===== src/pps_defines.svh =====
// constants of the power path selector control
`ifndef PPS_DEFINES_SVH
`define PPS_DEFINES_SVH

// ----------------------------------------------------------------
// clock and times
// ----------------------------------------------------------------
`define PPS_CLK_HZ 25000000
`define PPS_DETECT_DELAY_MS 500
`define PPS_LOWPACK_DEGLITCH_MS 1000
`define PPS_OC_DEGLITCH_US 200
`define PPS_OC_RETRY_MS 2
`define PPS_CNT_W 25

// ----------------------------------------------------------------
// register offsets
// ----------------------------------------------------------------
`define PPS_ADDR_MODE 8'h12
`define PPS_ADDR_STATUS 8'h13
`define PPS_ADDR_CHG_VOLT 8'h15
`define PPS_ADDR_IN_CURR 8'h3F

// ----------------------------------------------------------------
// mode register fields and reset
// ----------------------------------------------------------------
`define PPS_MODE_RESET 16'h0001
`define PPS_MODE_LEARN_BIT 1
`define PPS_MODE_OC_EN_BIT 6
`define PPS_MODE_OC_LVL_LSB 7
`define PPS_MODE_DEP_LSB 9

// ----------------------------------------------------------------
// status register fields
// ----------------------------------------------------------------
`define PPS_STAT_PACK_ON_BIT 6
`define PPS_STAT_ADAPT_ON_BIT 7
`define PPS_STAT_PACK_LOW_BIT 11

// ----------------------------------------------------------------
// threshold arithmetic
// ----------------------------------------------------------------
`define PPS_DEP_BASE_MV 16'h0898
`define PPS_DEP_STEP_MV 16'h0064
`define PPS_OC_BASE_PCT 8'h82
`define PPS_OC_STEP_PCT 8'h14
`define PPS_FOUR_CELL_MV 16'h3E80
`define PPS_IN_CURR_MASK 16'h7F80

`endif


===== src/pps_pkg.sv =====
// types of the power path selector control
package pps_pkg;

    // gray coded selector states along the usual cycle
    typedef enum logic [1:0] {
        PPS_ST_PACK = 2'b00,
        PPS_ST_TO_ADAPT = 2'b01,
        PPS_ST_ADAPT = 2'b11,
        PPS_ST_TO_PACK = 2'b10
    } pps_state_t;

endpackage


===== src/pps_selector.sv =====
// power path selector control: switch sequencing, protection, status
`timescale 1ns/10ps
`default_nettype none
`include "pps_defines.svh"

module pps_selector #(
    parameter int unsigned DETECT_CYCLES =
        int'((64'(`PPS_DETECT_DELAY_MS) * 64'(`PPS_CLK_HZ)) / 64'd1000),
    parameter int unsigned LOWPACK_CYCLES =
        int'((64'(`PPS_LOWPACK_DEGLITCH_MS) * 64'(`PPS_CLK_HZ)) / 64'd1000),
    parameter int unsigned OC_DEGLITCH_CYCLES =
        int'((64'(`PPS_OC_DEGLITCH_US) * 64'(`PPS_CLK_HZ)) / 64'd1000000),
    parameter int unsigned OC_RETRY_CYCLES =
        int'((64'(`PPS_OC_RETRY_MS) * 64'(`PPS_CLK_HZ)) / 64'd1000)
) (
    // clock, reset, enable
    input wire logic core_clk,
    input wire logic rst,
    input wire logic ce,
    // register word port
    input wire logic [7:0] reg_addr,
    input wire logic reg_wr,
    input wire logic [15:0] reg_wdata,
    input wire logic reg_rd,
    output logic [15:0] reg_rdata,
    // comparators, high when true
    input wire logic adapter_detect_input,
    input wire logic load_rail_near_pack,
    input wire logic pack_below_depleted,
    input wire logic input_overcurrent,
    input wire logic adapter_near_pack,
    input wire logic adapter_above_pack,
    // switch state feedback, high when off
    input wire logic adapter_path_switch_off,
    input wire logic pack_path_switch_off,
    // switch drives, high turns switch on
    output logic adapter_switch_drive,
    output logic pack_switch_drive,
    output logic bypass_switch_drive,
    // thresholds for the analog comparators
    output logic [15:0] pack_depleted_threshold_mv,
    output logic [15:0] overcurrent_level_ma,
    // open-drain alarm, enable low while pulling low
    output logic alarm_out,
    output logic alarm_oe_n
);

    // ----------------------------------------------------------------
    // threshold arithmetic
    // ----------------------------------------------------------------
    function automatic logic [15:0] dep_mv(input logic [2:0] sel, input logic [15:0] volt);
        logic [15:0] per_cell;
        logic [15:0] cells;
        per_cell = `PPS_DEP_BASE_MV + 16'(sel * `PPS_DEP_STEP_MV);
        cells = (volt >= `PPS_FOUR_CELL_MV) ? 16'h0004 : 16'h0003;
        dep_mv = 16'(per_cell * cells);
    endfunction

    function automatic logic [15:0] oc_ma(input logic [1:0] sel, input logic [15:0] limit);
        logic [7:0] pct;
        logic [23:0] prod;
        pct = `PPS_OC_BASE_PCT + 8'(sel * `PPS_OC_STEP_PCT);
        prod = 24'(limit * pct);
        oc_ma = 16'(prod / 24'h000064);
    endfunction

    // ----------------------------------------------------------------
    // registers
    // ----------------------------------------------------------------
    logic [15:0] mode_q;
    logic [15:0] volt_q;
    logic [15:0] curr_q;
    logic [15:0] status_word;
    logic status_read;
    logic learn_q;
    logic oc_en;
    logic [1:0] oc_sel;
    logic [2:0] dep_sel;

    assign learn_q = mode_q[`PPS_MODE_LEARN_BIT];
    assign oc_en = mode_q[`PPS_MODE_OC_EN_BIT];
    assign oc_sel = mode_q[`PPS_MODE_OC_LVL_LSB +: 2];
    assign dep_sel = mode_q[`PPS_MODE_DEP_LSB +: 3];

    pps_regs u_regs (
        .core_clk(core_clk),
        .rst(rst),
        .ce(ce),
        .reg_addr(reg_addr),
        .reg_wr(reg_wr),
        .reg_wdata(reg_wdata),
        .reg_rd(reg_rd),
        .reg_rdata(reg_rdata),
        .status_word(status_word),
        .mode_q(mode_q),
        .volt_q(volt_q),
        .curr_q(curr_q),
        .status_read(status_read)
    );

    // ----------------------------------------------------------------
    // timers
    // ----------------------------------------------------------------
    logic detect_done;
    logic lowpack_done;
    logic oc_done;
    logic retry_done;
    logic lowpack_watch;
    logic oc_watch;
    logic oc_off_q;
    logic lowpack_done_q;
    logic oc_done_q;
    pps_pkg::pps_state_t state_q;

    // delay restarts on every detect drop
    pps_qualify #(.LIMIT(DETECT_CYCLES)) u_detect (
        .core_clk(core_clk),
        .rst(rst),
        .ce(ce),
        .level(adapter_detect_input),
        .done(detect_done)
    );

    assign lowpack_watch = pack_switch_drive && pack_below_depleted;
    pps_qualify #(.LIMIT(LOWPACK_CYCLES)) u_lowpack (
        .core_clk(core_clk),
        .rst(rst),
        .ce(ce),
        .level(lowpack_watch),
        .done(lowpack_done)
    );

    assign oc_watch = oc_en && adapter_switch_drive && input_overcurrent;
    pps_qualify #(.LIMIT(OC_DEGLITCH_CYCLES)) u_oc (
        .core_clk(core_clk),
        .rst(rst),
        .ce(ce),
        .level(oc_watch),
        .done(oc_done)
    );

    pps_qualify #(.LIMIT(OC_RETRY_CYCLES)) u_retry (
        .core_clk(core_clk),
        .rst(rst),
        .ce(ce),
        .level(oc_off_q),
        .done(retry_done)
    );

    // ----------------------------------------------------------------
    // event edges
    // ----------------------------------------------------------------
    logic dep_event;
    logic oc_event;

    always_ff @(posedge core_clk) begin
        if (rst) begin
            lowpack_done_q <= 1'b0;
            oc_done_q <= 1'b0;
        end else if (ce) begin
            lowpack_done_q <= lowpack_done;
            oc_done_q <= oc_done;
        end
    end

    assign dep_event = lowpack_done && !lowpack_done_q;
    assign oc_event = oc_done && !oc_done_q;

    // ----------------------------------------------------------------
    // overcurrent off time
    // ----------------------------------------------------------------
    always_ff @(posedge core_clk) begin
        if (rst) begin
            oc_off_q <= 1'b0;
        end else if (ce) begin
            if (!detect_done || retry_done) begin
                oc_off_q <= 1'b0;
            end else if (oc_event) begin
                oc_off_q <= 1'b1;
            end
        end
    end

    // ----------------------------------------------------------------
    // depleted lockout
    // ----------------------------------------------------------------
    // keeps the pack off after a depleted event, otherwise the
    // selector would reconnect it at once and chatter
    logic dep_lock_q;

    always_ff @(posedge core_clk) begin
        if (rst) begin
            dep_lock_q <= 1'b0;
        end else if (ce) begin
            if (dep_event) begin
                dep_lock_q <= 1'b1;
            end else if (!learn_q && (detect_done || !pack_below_depleted)) begin
                dep_lock_q <= 1'b0;
            end
        end
    end

    // ----------------------------------------------------------------
    // selector sequence
    // ----------------------------------------------------------------
    logic want_adapter;

    assign want_adapter = (detect_done && !learn_q) || dep_lock_q;

    always_ff @(posedge core_clk) begin
        if (rst) begin
            state_q <= pps_pkg::PPS_ST_TO_PACK;
        end else if (ce) begin
            case (state_q)
                pps_pkg::PPS_ST_PACK: begin
                    if (want_adapter) begin
                        state_q <= pps_pkg::PPS_ST_TO_ADAPT;
                    end
                end
                pps_pkg::PPS_ST_TO_ADAPT: begin
                    if (!want_adapter) begin
                        state_q <= pps_pkg::PPS_ST_TO_PACK;
                    end else if (pack_path_switch_off) begin
                        state_q <= pps_pkg::PPS_ST_ADAPT;
                    end
                end
                pps_pkg::PPS_ST_ADAPT: begin
                    if (!want_adapter) begin
                        state_q <= pps_pkg::PPS_ST_TO_PACK;
                    end
                end
                pps_pkg::PPS_ST_TO_PACK: begin
                    if (want_adapter) begin
                        state_q <= pps_pkg::PPS_ST_TO_ADAPT;
                    end else if (adapter_path_switch_off && load_rail_near_pack) begin
                        state_q <= pps_pkg::PPS_ST_PACK;
                    end
                end
                default: state_q <= pps_pkg::PPS_ST_TO_PACK;
            endcase
        end
    end

    // ----------------------------------------------------------------
    // switch drives
    // ----------------------------------------------------------------
    always_ff @(posedge core_clk) begin
        if (rst) begin
            adapter_switch_drive <= 1'b0;
            pack_switch_drive <= 1'b0;
        end else if (ce) begin
            // drive off as soon as detect drops, not after the state moves
            adapter_switch_drive <= adapter_detect_input && detect_done && !oc_off_q &&
                (state_q == pps_pkg::PPS_ST_ADAPT) && pack_path_switch_off;
            pack_switch_drive <= (state_q == pps_pkg::PPS_ST_PACK) && !want_adapter &&
                adapter_path_switch_off && !adapter_switch_drive;
        end
    end

    // ----------------------------------------------------------------
    // bypass switch
    // ----------------------------------------------------------------
    always_ff @(posedge core_clk) begin
        if (rst) begin
            bypass_switch_drive <= 1'b0;
        end else if (ce) begin
            if (!adapter_detect_input || !detect_done) begin
                bypass_switch_drive <= 1'b0;
            end else if (adapter_near_pack) begin
                bypass_switch_drive <= 1'b0;
            end else if (adapter_above_pack) begin
                bypass_switch_drive <= 1'b1;
            end
        end
    end

    // ----------------------------------------------------------------
    // thresholds
    // ----------------------------------------------------------------
    always_ff @(posedge core_clk) begin
        if (rst) begin
            pack_depleted_threshold_mv <= 16'h0000;
            overcurrent_level_ma <= 16'h0000;
        end else if (ce) begin
            pack_depleted_threshold_mv <= dep_mv(dep_sel, volt_q);
            overcurrent_level_ma <= oc_ma(oc_sel, curr_q);
        end
    end

    // ----------------------------------------------------------------
    // status and alarm
    // ----------------------------------------------------------------
    logic pack_low_q;
    logic pack_on_q;
    logic adapt_on_q;
    logic alarm_q;
    logic conn_change;

    assign conn_change = (pack_on_q != pack_switch_drive) || (adapt_on_q != adapter_switch_drive);

    always_ff @(posedge core_clk) begin
        if (rst) begin
            pack_on_q <= 1'b0;
            adapt_on_q <= 1'b0;
        end else if (ce) begin
            pack_on_q <= pack_switch_drive;
            adapt_on_q <= adapter_switch_drive;
        end
    end

    // set wins over the clearing read
    always_ff @(posedge core_clk) begin
        if (rst) begin
            pack_low_q <= 1'b0;
            alarm_q <= 1'b0;
        end else if (ce) begin
            if (dep_event) begin
                pack_low_q <= 1'b1;
            end else if (status_read) begin
                pack_low_q <= 1'b0;
            end
            if (dep_event || conn_change) begin
                alarm_q <= 1'b1;
            end else if (status_read) begin
                alarm_q <= 1'b0;
            end
        end
    end

    always_comb begin
        status_word = 16'h0000;
        status_word[`PPS_STAT_PACK_ON_BIT] = pack_on_q;
        status_word[`PPS_STAT_ADAPT_ON_BIT] = adapt_on_q;
        status_word[`PPS_STAT_PACK_LOW_BIT] = pack_low_q;
    end

    // open drain: pin is only ever pulled low
    always_ff @(posedge core_clk) begin
        if (rst) begin
            alarm_out <= 1'b0;
            alarm_oe_n <= 1'b1;
        end else if (ce) begin
            alarm_out <= 1'b0;
            alarm_oe_n <= !alarm_q;
        end
    end

endmodule
`default_nettype wire


===== src/pps_qualify.sv =====
// level qualifier: output rises once input held for a cycle count
`timescale 1ns/10ps
`default_nettype none
`include "pps_defines.svh"

module pps_qualify #(
    parameter int unsigned LIMIT = 1
) (
    // clock and reset
    input wire logic core_clk,
    input wire logic rst,
    input wire logic ce,
    // level in, qualified level out
    input wire logic level,
    output logic done
);

    localparam logic [`PPS_CNT_W-1:0] LAST = `PPS_CNT_W'(LIMIT - 1);

    logic [`PPS_CNT_W-1:0] cnt_q;

    // ----------------------------------------------------------------
    // count while held, restart on any drop
    // ----------------------------------------------------------------
    always_ff @(posedge core_clk) begin
        if (rst) begin
            cnt_q <= '0;
            done <= 1'b0;
        end else if (ce) begin
            if (!level) begin
                cnt_q <= '0;
                done <= 1'b0;
            end else if (cnt_q == LAST) begin
                done <= 1'b1;
            end else begin
                cnt_q <= cnt_q + `PPS_CNT_W'(1);
            end
        end
    end

endmodule
`default_nettype wire


===== src/pps_regs.sv =====
// host register file: mode, charge voltage, input current, read mux
`timescale 1ns/10ps
`default_nettype none
`include "pps_defines.svh"

module pps_regs (
    // clock and reset
    input wire logic core_clk,
    input wire logic rst,
    input wire logic ce,
    // word access from the smbus engine
    input wire logic [7:0] reg_addr,
    input wire logic reg_wr,
    input wire logic [15:0] reg_wdata,
    input wire logic reg_rd,
    output logic [15:0] reg_rdata,
    // register contents and status
    input wire logic [15:0] status_word,
    output logic [15:0] mode_q,
    output logic [15:0] volt_q,
    output logic [15:0] curr_q,
    output logic status_read
);

    // ----------------------------------------------------------------
    // writes
    // ----------------------------------------------------------------
    always_ff @(posedge core_clk) begin
        if (rst) begin
            mode_q <= `PPS_MODE_RESET;
            volt_q <= 16'h0000;
            curr_q <= 16'h0000;
        end else if (ce && reg_wr) begin
            case (reg_addr)
                `PPS_ADDR_MODE: mode_q <= reg_wdata;
                `PPS_ADDR_CHG_VOLT: volt_q <= reg_wdata;
                `PPS_ADDR_IN_CURR: curr_q <= reg_wdata & `PPS_IN_CURR_MASK;
                default: mode_q <= mode_q;
            endcase
        end
    end

    // ----------------------------------------------------------------
    // reads; unmapped offsets return zero
    // ----------------------------------------------------------------
    always_ff @(posedge core_clk) begin
        if (rst) begin
            reg_rdata <= 16'h0000;
            status_read <= 1'b0;
        end else if (ce) begin
            status_read <= reg_rd && (reg_addr == `PPS_ADDR_STATUS);
            if (reg_rd) begin
                case (reg_addr)
                    `PPS_ADDR_MODE: reg_rdata <= mode_q;
                    `PPS_ADDR_STATUS: reg_rdata <= status_word;
                    `PPS_ADDR_CHG_VOLT: reg_rdata <= volt_q;
                    `PPS_ADDR_IN_CURR: reg_rdata <= curr_q;
                    default: reg_rdata <= 16'h0000;
                endcase
            end
        end
    end

endmodule
`default_nettype wire


===== config.mk =====
export PLATFORM = sky130hd
export DESIGN_NAME = pps_selector
export DESIGN_NICKNAME = d
export VERILOG_FILES = /design/src/pps_pkg.sv /design/src/pps_selector.sv /design/src/pps_qualify.sv /design/src/pps_regs.sv
export VERILOG_INCLUDE_DIRS = /design/src /design/src/src
export SDC_FILE = /design/constraint.sdc
export NUM_CORES = 1
export LEC_CHECK = 0
export BUFFER_PORTS_ARGS = -buffer_cell sky130_fd_sc_hd__buf_2
export CAP_MARGIN = 20
export CORE_MARGIN = 2
export CORE_UTILIZATION = 29
export DETAILED_ROUTE_END_ITERATION = 7
export PLACE_DENSITY = 0.45
export SYNTH_ARGS = -nofsm -noshare
export SYNTH_HDL_FRONTEND = slang
export SYNTH_HIERARCHICAL = 1
export SYNTH_SLANG_ARGS = --single-unit

===== constraint.sdc =====
create_clock -name core_clk -period 18.1 [get_ports core_clk]
set_clock_uncertainty 0.15 [all_clocks]
set_input_delay 3.62 -clock core_clk [delete_from_list [all_inputs] [get_ports core_clk]]
set_output_delay 3.62 -clock core_clk [all_outputs]
set_load 0.03 [all_outputs]

==> results of run 1 <==
[stage by stage]
step / util / total power [mW] / std cells / setup WS [ns]
after detailed placement: 0.310 / 2.32 / 3048 / 1.59
after global routing: 0.324 / 3.12 / 3097 / 0.146
after CTS: 0.324 / 2.86 / 3097 / 1.51
after global placement: 0.310 / 2.31 / 3048 / 1.96
final: 0.324 / 2.88 / 3097 / 1.61
after floorplan: - / 1.98 / 2233 / 3.93
[registers in the layout (all words and copies together) (netlist names), 2 cells and up]
signal                      count
u_detect/cnt_q                 25
pack_depleted_threshold_mv     13
u_regs/mode_q                  16
u_retry/cnt_q                  25
u_oc/cnt_q                     25
u_regs/curr_q                   8
state_q                         2
u_lowpack/cnt_q                25
overcurrent_level_ma           16
u_regs/reg_rdata               16
u_regs/volt_q                  16
[power groups by stage]
stage	combinational [mW]	sequential, mW	clock (mW)
floorplan	1.48	0.498	0
global placement	1.83	0.482	0
detailed placement	1.83	0.482	0
CTS	1.85	0.473	0.540
global route	2.09	0.473	0.557
finish	1.88	0.472	0.519
[worst max-delay path, delay by kind of cell, from the launching register on]
kind / cells / cell delay (ns)
and+or+nand+nor: 17 / 5.24
DFF: 1 / 0.72
buffers and inverters: 3 / 0.14
adders and majority gates: 5 / 2.49
AOI/OAI and AO/OA: 22 / 6.33
xor gates and xnor gates: 2 / 0.89
muxes: 1 / 0.37
[worst paths after layout]
kind	from	to	slack [ns]	cells after the start
setup / recovery	u_regs/mode_q[8]	overcurrent_level_ma[0]	1.61	50
hold / removal	u_regs/reg_rdata[14]	u_regs/reg_rdata[14]	0.31	2
hold reg to reg	u_regs/reg_rdata[14]	u_regs/reg_rdata[14]	0.31	2
setup reg to reg	u_regs/mode_q[8]	overcurrent_level_ma[0]	1.61	50
[timing repair]
action	4_1_cts	5_1_grt
endpoints found under the hold margin	0	0
resized for setup	0	2
endpoints found under the setup margin	0	1
[Yosys cell counts (all sizes together), types with 9 or more instances]
library cell | n | area (um^2)
a31o | 14 | 131
o211ai | 29 | 223
nand3 | 72 | 383
or2 | 15 | 93.8
nor4 | 31 | 273
or4 | 32 | 253
xnor2 | 57 | 522
nor2 | 220 | 842
a21o | 23 | 174
o21ai | 102 | 537
a31oi | 43 | 327
a311oi | 12 | 105
and3 | 32 | 200
a22o | 17 | 149
fa | 49 | 981
or3 | 22 | 140
o2bb2ai | 12 | 105
a211oi | 47 | 383
nand4 | 40 | 275
maj3 | 13 | 131
a21oi | 131 | 678
inv | 103 | 387
o21bai | 13 | 101
nand2b | 19 | 119
mux2i | 89 | 891
a22oi | 13 | 103
buf | 49 | 352
nor2b | 9 | 56.3
dfxtp | 204 | 4080
nand2 | 193 | 727
o31ai | 31 | 251
and4 | 13 | 114
clkbuf | 67 | 263
ha | 98 | 1230
xor2 | 33 | 289
nor3 | 40 | 243
and2 | 46 | 288
o32ai | 9 | 86.3
[per-layer routing]
| metal | share of wire | routed length, um | vias to the layer above |
|---|---|---|---|
| met5 | 0.00018 | 9 | - |
| met4 | 0.019 | 952 | 2 |
| met3 | 0.038 | 1950 | 78 |
| met2 | 0.45 | 23200 | 391 |
| met1 | 0.49 | 25000 | 7959 |
| li1 | - | - | 8264 |
[cells by family (layout without fill, tap and decap cells)]
family | count (synthesis) | after routing | share of synthesized area
other | 2 | 25 | 0.000415
muxes | 97 | 97 | 0.0546
DFF | 204 | 204 | 0.225
adders and majority gates | 160 | 160 | 0.129
and+or+nand+nor | 823 | 823 | 0.240
xor gates and xnor gates | 90 | 90 | 0.0448
buffers and inverters | 219 | 246 | 0.0553
AOI/OAI and AO/OA | 615 | 615 | 0.251
[cell type report]
class | count | area (um^2)
repair buffers | 94 | 498
inverters | 103 | 387
multi-input cells | 1810 | 13100
fillers | 6533 | 41700
well taps | 837 | 1050
clock buffers | 39 | 793
flip-flops and latches | 204 | 4090
clock inverters | 10 | 67.6
==> qor.log, run 1 <==
[outcome] status complete, no violations
[critical_path] delay of the slowest cell on the worst path 0.72 ns
[power_and_ir_drop] combinational fraction of design power 0.655
[critical_path] kind of end point of the critical path flip-flop
[placed_design] half-perimeter wire length after detailed placement 38.1 mm
[flow_run] max-cap check violation count 0
[worst_hold_path] path class of the lowest-slack min-delay path reg2reg
[sta] max_slew headroom 0.303
[synth] instance count of the mapped netlist 2,210
[global_routing] maximum number of pins on one net before global-route repair 68
[layout] ratio of cells with drive above 1 in the final layout 0.111
[die] Die Y-Extent 254 um
[detailed_routing] average routed wire per standard cell 16.5 um
[layout] n_diodes 0
[power_and_ir_drop] leakage power of the design 7.92 nW
[synth] Most used DFF post-synth dfxtp_1
[die] Die W 254 um
[detailed_routing] Routed WL 51.1 mm
[critical_path] CP max-delay cell dfxtp_1
[power_and_ir_drop] largest vdd supply drop 0.000189 V
[detailed_routing] via count of the routed design 16,694
[clocking] clock sink count 204
[global_routing] global-route wire length before repair 83.2 mm
[clocking] Post-CTS Setup Repair Bufs 0
[layout] leading cell types in the layout, fill and taps excluded nor2_1, dfxtp_1, nand2_1, a21oi_1, inv_1
[sta] hold slack 0.308 ns
[detailed_routing] detailed-route vias per instance 5.39
[power_and_ir_drop] net switching power figure 1.40 mW
[critical_path] critical path required time 18.36 ns
[clocking] TritonCTS clock tree built
[detailed_routing] number of DRC markers after the initial detailed-route iteration 1,078
[critical_path] kind of critical path reg2reg
[synth] mean area per synthesized cell 8.20 um^2
[global_routing] grt met2 use 0.255
[sta] post-layout minimum cycle time 16.49 ns
[die] Core Footprint 0.0617 mm^2
[clocking] maximum level of the CTS H-tree 1
[die] Die Area 0.0645 mm^2
[synth] combined area of all synthesized cells 0.0181 mm^2
[clocking] latest clock arrival within the worst-skew pair 0.55 ns
[sta] Final Cycle Share 0.911
[layout] most common cell after layout, fill and taps aside nor2_1
[sta] maximum operating frequency 60.6 MHz
[global_routing] Most Used Layer, Global Route met2
[synth] Synthesis Warnings 6
[synth] number of synthesized flops with an enable pin 0
[global_routing] vias in the first global route 15,733
[global_routing] antenna violations before repair 1
[sta] Final Max Slew Viols 0
[clocking] clock root buffer clkbuf_16
[critical_path] Data arrival, critical path 16.75 ns
[critical_path] worst-path fanout max 19
[sta] unrepaired setup endpoints after global routing no
[power_and_ir_drop] part of the total power dissipated in sequential elements 0.164
[clocking] CTS Hold Bufs 0
[layout] Design Area, Final 0.0200 mm^2
[clocking] number of CTS-inserted buffers 28
[die] number of rows created at floorplan 91
[power_and_ir_drop] share of total power in the clock network 0.180
[power_and_ir_drop] net switching share of the total power 0.486
[detailed_routing] Residual DRC 0
[global_routing] total global-route track usage 0.155
[global_routing] GRT overflow 0
[synth] Cell variety after synth 137
[power_and_ir_drop] internal power 1.48 mW
[die] top-level I/O count 90
[clocking] clock transition at the registers of the reported paths 0.06 ns
[synth] asr flop ratio synth 0
[layout] nets@finish 2,425
[sta] setup-violating endpoint count in the final report 0
[sta] Final Hold Vio Count 0
[clocking] Longest Clk Path Bufs 3
[synth] Seq cells post-synth 204
[die] Starting Density 0.294
[power_and_ir_drop] areal power density over the cells 144 mW/mm^2
[detailed_routing] post-detailed-route count of antenna-violating nets 0
[global_routing] met3 Track Usage GR 0.0182
[global_routing] global routing met1 resource utilization 0.217
[synth] fraction of the yosys area taken by sequential cells 0.225
[sta] Total Negative Setup Slacks 0 ns
[sta] worst-margin pin slew 1.03 ns
[layout] signed area change from the synthesized netlist to the final layout 10.4%
[placed_design] number of I/O port buffers 85
[critical_path] cell occurring most often along the worst timing path fa_1
[placed_design] total placed instance area 0.0191 mm^2
[placed_design] placer's final routability congestion estimate 0.857
[detailed_routing] first-pass iteration count of the detailed router 5
[critical_path] kind of launch point of the worst setup path flip-flop
(Power assumes the default switching activity.)
==> run 2: changes to the inputs <==
Settings changed: CELL_PAD_IN_SITES_DETAIL_PLACEMENT set to 1, CELL_PAD_IN_SITES_GLOBAL_PLACEMENT set to 1, PLACE_DENSITY 0.45 to 0.55.
==> qor.log, run 2 (synthesis gave the netlist of run 1 again) <==
[outcome] status complete, no violations
[clocking] Longest Clk Path Bufs 3
[clocking] clock root buffer clkbuf_16
[critical_path] Data arrival, critical path 17.00 ns
[detailed_routing] Routed WL 55.7 mm
[layout] most common cell after layout, fill and taps aside nor2_1
[global_routing] GRT overflow 0
[sta] Final Hold Vio Count 0
[die] Die Area 0.0645 mm^2
[layout] ratio of cells with drive above 1 in the final layout 0.113
[die] number of rows created at floorplan 91
[sta] Final Max Slew Viols 0
[placed_design] number of I/O port buffers 85
[layout] nets@finish 2,428
[critical_path] setup slack on the worst flop-to-flop path 1.37 ns
[layout] sequential standard cell area 0.00409 mm^2
[layout] multi-input gate area in the final layout 0.0131 mm^2
[detailed_routing] average routed wire per standard cell 18.0 um
[sta] worst-case setup margin in the final layout 1.37 ns
[sta] worst-margin pin slew 0.986 ns
[sta] unrepaired setup endpoints after global routing no
[die] Die W 254 um
[die] Core Footprint 0.0617 mm^2
[layout] signed area change from the synthesized netlist to the final layout 11.0%
[worst_hold_path] Worst Hold Endpoint u_regs/reg_rdata[9]
[clocking] Post-CTS Setup Repair Bufs 0
[placed_design] worst slack, placed 1.31 ns
[critical_path] worst-path fanout max 19
[placed_design] placer's final routability congestion estimate 0.868
[clocking] maximum level of the CTS H-tree 1
[placed_design] half-perimeter wire length after detailed placement 41.8 mm
[global_routing] maximum number of pins on one net before global-route repair 101
[critical_path] kind of end point of the critical path flip-flop
[detailed_routing] first-pass iteration count of the detailed router 5
[die] top-level I/O count 90
[clocking] clock sink count 204
[clocking] latest clock arrival within the worst-skew pair 0.56 ns
[worst_hold_path] number of stages on the worst hold path 2
[die] Die Y-Extent 254 um
[sta] Total Negative Setup Slacks 0 ns
[sta] setup-violating endpoint count in the final report 0
[die] Starting Density 0.294
[critical_path] cell occurring most often along the worst timing path fa_1
[sta] maximum operating frequency 59.8 MHz
[global_routing] global-route wire length before repair 92.3 mm
[critical_path] kind of critical path reg2reg
[global_routing] antenna violations before repair 4
[critical_path] critical path required time 18.37 ns
[critical_path] kind of launch point of the worst setup path flip-flop
[detailed_routing] number of DRC markers after the initial detailed-route iteration 734
[worst_hold_path] origin of the worst min-delay path u_regs/reg_rdata[9]
[power_and_ir_drop] largest vdd supply drop 0.000149 V
[critical_path] delay of the slowest cell on the worst path 0.75 ns
[detailed_routing] via count of the routed design 16,864
[layout] leading cell types in the layout, fill and taps excluded nor2_1, dfxtp_1, nand2_1, a21oi_1, inv_1
[sta] Final Cycle Share 0.924
[sta] post-layout minimum cycle time 16.73 ns
[power_and_ir_drop] leakage power of the design 7.97 nW
[global_routing] vias in the first global route 17,371
[layout] n_diodes 0
[sta] max_slew headroom 0.338
[critical_path] RR Endpoint overcurrent_level_ma[0]
[critical_path] count of cells along the worst register-to-register path 50
[global_routing] total global-route track usage 0.171
[critical_path] FF-to-FF Start u_regs/mode_q[8]
[flow_run] max-cap check violation count 0
[critical_path] CP max-delay cell dfxtp_1
[layout] final-layout fill cell count 7,378
[detailed_routing] detailed-route vias per instance 5.44
[power_and_ir_drop] areal power density over the cells 146 mW/mm^2
[clocking] number of CTS-inserted buffers 28
[clocking] clock transition at the registers of the reported paths 0.06 ns
[detailed_routing] Residual DRC 0
[clocking] TritonCTS clock tree built
[detailed_routing] post-detailed-route count of antenna-violating nets 0
[worst_hold_path] path class of the lowest-slack min-delay path reg2reg
[run 2: power breakdown]
group | total [mW] | leakage [nW] | internal (mW) | switching [mW]
Combinational | 1.90 | 5.87 | 0.712 | 1.19
Clock | 0.567 | 0.451 | 0.343 | 0.224
Sequential | 0.470 | 1.65 | 0.463 | 0.00788
Total | 2.94 | 7.97 | 1.52 | 1.42
[run 2: critical path: cells and delay by family, from the launching register on]
family	cells	cell delay, ns
flops	1	0.75
fa+ha+maj	5	2.22
mux	1	0.38
simple gates	13	4.32
buf+inv	2	0.09
compound gates	26	7.59
xor+xnor	3	1.04
[run 2: per-stage QoR]
stage,instances,total power [mW],hold WS (ns),instance area (um^2),util
after detailed placement,3049,2.36,0.297,19200,0.310
final,3101,2.94,0.310,20100,0.326
after global routing,3101,3.18,0.343,20100,0.326
after floorplan,2233,1.98,0.278,18200,-
after global placement,3049,2.33,0.289,19200,0.310
after CTS,3099,2.95,0.316,20100,0.326
[run 2: what timing repair did]
item	in CTS	in global routing
hold endpoints to repair	0	0
hold buffers	0	0
resized for setup	0	2
setup endpoints to repair	0	1
[run 2: worst max path at each step]
stage                                start                      end  slack, ns  depth (start not counted)
after floorplan           u_regs/mode_q[8]  overcurrent_level_ma[0]       3.93                         55
after global placement    u_regs/mode_q[7]  overcurrent_level_ma[0]       1.74                         50
after detailed placement  u_regs/mode_q[7]  overcurrent_level_ma[0]       1.31                         50
after CTS                 u_regs/mode_q[7]  overcurrent_level_ma[0]       1.23                         50
after global routing      u_regs/mode_q[8]  overcurrent_level_ma[0]       0.12                         50
final                     u_regs/mode_q[8]  overcurrent_level_ma[0]       1.37                         50
[run 2: layout make-up]
cell class,instances,area share
Inverter,103,0.0192
Clock inverter,12,0.00784
Timing Repair Buffer,97,0.0264
Tap cell,837,0.0521
Clock buffer,38,0.0387
Multi-Input combinational cell,1810,0.653
Sequential cell,204,0.203
[run 2: layer usage]
layer | vias to the layer above | wire length (um) | global-route usage | part of all wire
met1 | 8346 | 27300 | 0.233 | 0.49
met4 | 4 | 1050 | 0.0363 | 0.019
met5 | - | 28 | 0 | 0.00050
met3 | 66 | 1490 | 0.0187 | 0.027
met2 | 171 | 25800 | 0.290 | 0.46
li1 | 8277 | - | - | -
==> run 3: changes to the inputs <==
Settings changed: CORE_ASPECT_RATIO set to 0.7.
==> qor.log, run 3 (synthesis gave the netlist of run 1 again) <==
[global_routing] global routing met1 resource utilization 0.273
[detailed_routing] detailed-route vias per instance 5.54
[global_routing] antenna violations before repair 1
[detailed_routing] via count of the routed design 17,037
[sta] Total Negative Setup Slacks 0 ns
[clocking] latest clock arrival within the worst-skew pair 0.54 ns
[clocking] clock root buffer clkbuf_16
[clocking] CTS Hold Bufs 0
[layout] sequential standard cell area 0.00409 mm^2
[critical_path] CP Buf/Inv Count 4
[die] Die Area 0.0645 mm^2
[detailed_routing] post-detailed-route count of antenna-violating nets 0
[critical_path] kind of critical path reg2reg
[placed_design] placed instance count 3,034
[detailed_routing] average routed wire per standard cell 18.8 um
[layout] multi-input gate area in the final layout 0.0131 mm^2
[outcome] status complete, no violations
[critical_path] kind of end point of the critical path flip-flop
[power_and_ir_drop] total power 2.94 mW
[critical_path] CP max-delay cell o31ai_1
[clocking] number of CTS-inserted buffers 24
[critical_path] Data arrival, critical path 16.93 ns
[placed_design] half-perimeter wire length after detailed placement 43.8 mm
[global_routing] GRT overflow 0
[clocking] maximum level of the CTS H-tree 1
[sta] maximum operating frequency 59.9 MHz
[power_and_ir_drop] largest vdd supply drop 0.000212 V
[layout] Design Area, Final 0.0200 mm^2
[clocking] Longest Clk Path Bufs 3
[layout] leading cell types in the layout, fill and taps excluded nor2_1, dfxtp_1, nand2_1, a21oi_1, inv_1
[critical_path] kind of launch point of the worst setup path flip-flop
[flow_run] max-cap check violation count 0
[power_and_ir_drop] areal power density over the cells 147 mW/mm^2
[clocking] CTS-repair resized insts 0
[sta] setup-violating endpoint count in the final report 0
[placed_design] number of I/O port buffers 85
[die] Die W 303 um
[placed_design] total placed instance area 0.0191 mm^2
[detailed_routing] Routed WL 57.7 mm
[global_routing] vias in the first global route 16,891
[layout] n_diodes 0
[layout] signed area change from the synthesized netlist to the final layout 10.3%
[sta] unrepaired setup endpoints after global routing no
[die] top-level I/O count 90
[global_routing] maximum number of pins on one net before global-route repair 67
[detailed_routing] first-pass iteration count of the detailed router 7
[clocking] Post-CTS Setup Repair Bufs 0
[die] Starting Density 0.294
[layout] most common cell after layout, fill and taps aside nor2_1
[global_routing] met3 Track Usage GR 0.0211
[power_and_ir_drop] leakage power of the design 7.93 nW
[die] Core Footprint 0.0616 mm^2
[sta] worst-case setup margin in the final layout 1.41 ns
[layout] nets@finish 2,426
[sta] post-layout minimum cycle time 16.69 ns
[placed_design] placer's final routability congestion estimate 0.846
[sta] Final Max Slew Viols 0
[global_routing] Most Used Layer, Global Route met1
[global_routing] grt met2 use 0.264
[layout] number of standard cells in the layout, taps in and fillers out 3,077
[die] number of rows created at floorplan 76
[detailed_routing] number of DRC markers after the initial detailed-route iteration 992
[placed_design] worst slack, placed 1.11 ns
[sta] worst-margin pin slew 0.976 ns
[critical_path] family with the most delay on the worst path compound AO/OA/AOI/OAI gates
[critical_path] worst-path fanout max 26
[sta] Final Hold Vio Count 0
[critical_path] critical path required time 18.34 ns
[critical_path] delay of the slowest cell on the worst path 0.65 ns
[global_routing] global-route wire length before repair 94.0 mm
[detailed_routing] Residual DRC 0
[worst_hold_path] path class of the lowest-slack min-delay path reg2reg
[die] Die Y-Extent 213 um
[clocking] clock sink count 204
[layout] ratio of cells with drive above 1 in the final layout 0.112
[sta] max_slew headroom 0.347
[clocking] TritonCTS clock tree built
[global_routing] total global-route track usage 0.176
[sta] Final Cycle Share 0.922
[layout] final-layout fill cell count 7,348
[clocking] clock transition at the registers of the reported paths 0.06 ns
## run 3: changes by cell type in the layout (fill, tap and decap cells not counted), moves of 2 or more
| cell | previous run | this run |
|---|---|---|
| clkbuf_16 | 28 | 25 |
| clkinv_2 | 4 | 2 |
| clkinvlp_4 | 3 | 1 |
| buf_4 | 12 | 15 |
## run 3: layer usage
layer  up-vias  part of all wire
met5         -           0.00023
met4         2            0.0079
met3        33             0.035
met2       240              0.42
met1      8494              0.54
li1       8268                 -
## run 3: area by class of cell
| class | count | area share |
|---|---|---|
| Timing Repair Buffer | 99 | 0.0267 |
| Clock inverter | 8 | 0.00626 |
| Clock buffer | 34 | 0.0345 |
| Inverter | 103 | 0.0194 |
| Tap cell | 819 | 0.0513 |
| Sequential cell | 204 | 0.205 |
| Multi-Input combinational cell | 1810 | 0.657 |
## run 3: worst paths after layout
path | from | to | slack [ns] | cells after the start
hold reg to reg | u_regs/reg_rdata[11] | u_regs/reg_rdata[11] | 0.31 | 2
setup / recovery | u_regs/mode_q[7] | overcurrent_level_ma[0] | 1.41 | 51
setup reg to reg | u_regs/mode_q[7] | overcurrent_level_ma[0] | 1.41 | 51
hold / removal | u_regs/reg_rdata[11] | u_regs/reg_rdata[11] | 0.31 | 2
## run 3: power by group
part           internal, mW  switching [mW]
logic                 0.713            1.24
registers             0.462          0.0106
clock network         0.308           0.207
## run 3: worst reg2reg max path, delay by kind of cell, from the launching register on
kind	cells	cell delay, ns
AOI/OAI and AO/OA	19	5.90
xor gates and xnor gates	1	0.42
adders and majority gates	6	2.81
buffers and inverters	4	0.24
DFF	1	0.60
muxes	2	0.59
and+or+nand+nor	19	5.83
## run 3: per-stage QoR
step | hold slack (ns) | utilization
after global routing | 0.341 | 0.324
after global placement | 0.294 | 0.311
after CTS | 0.317 | 0.324
after detailed placement | 0.300 | 0.311
final | 0.312 | 0.324
after floorplan | 0.278 | -
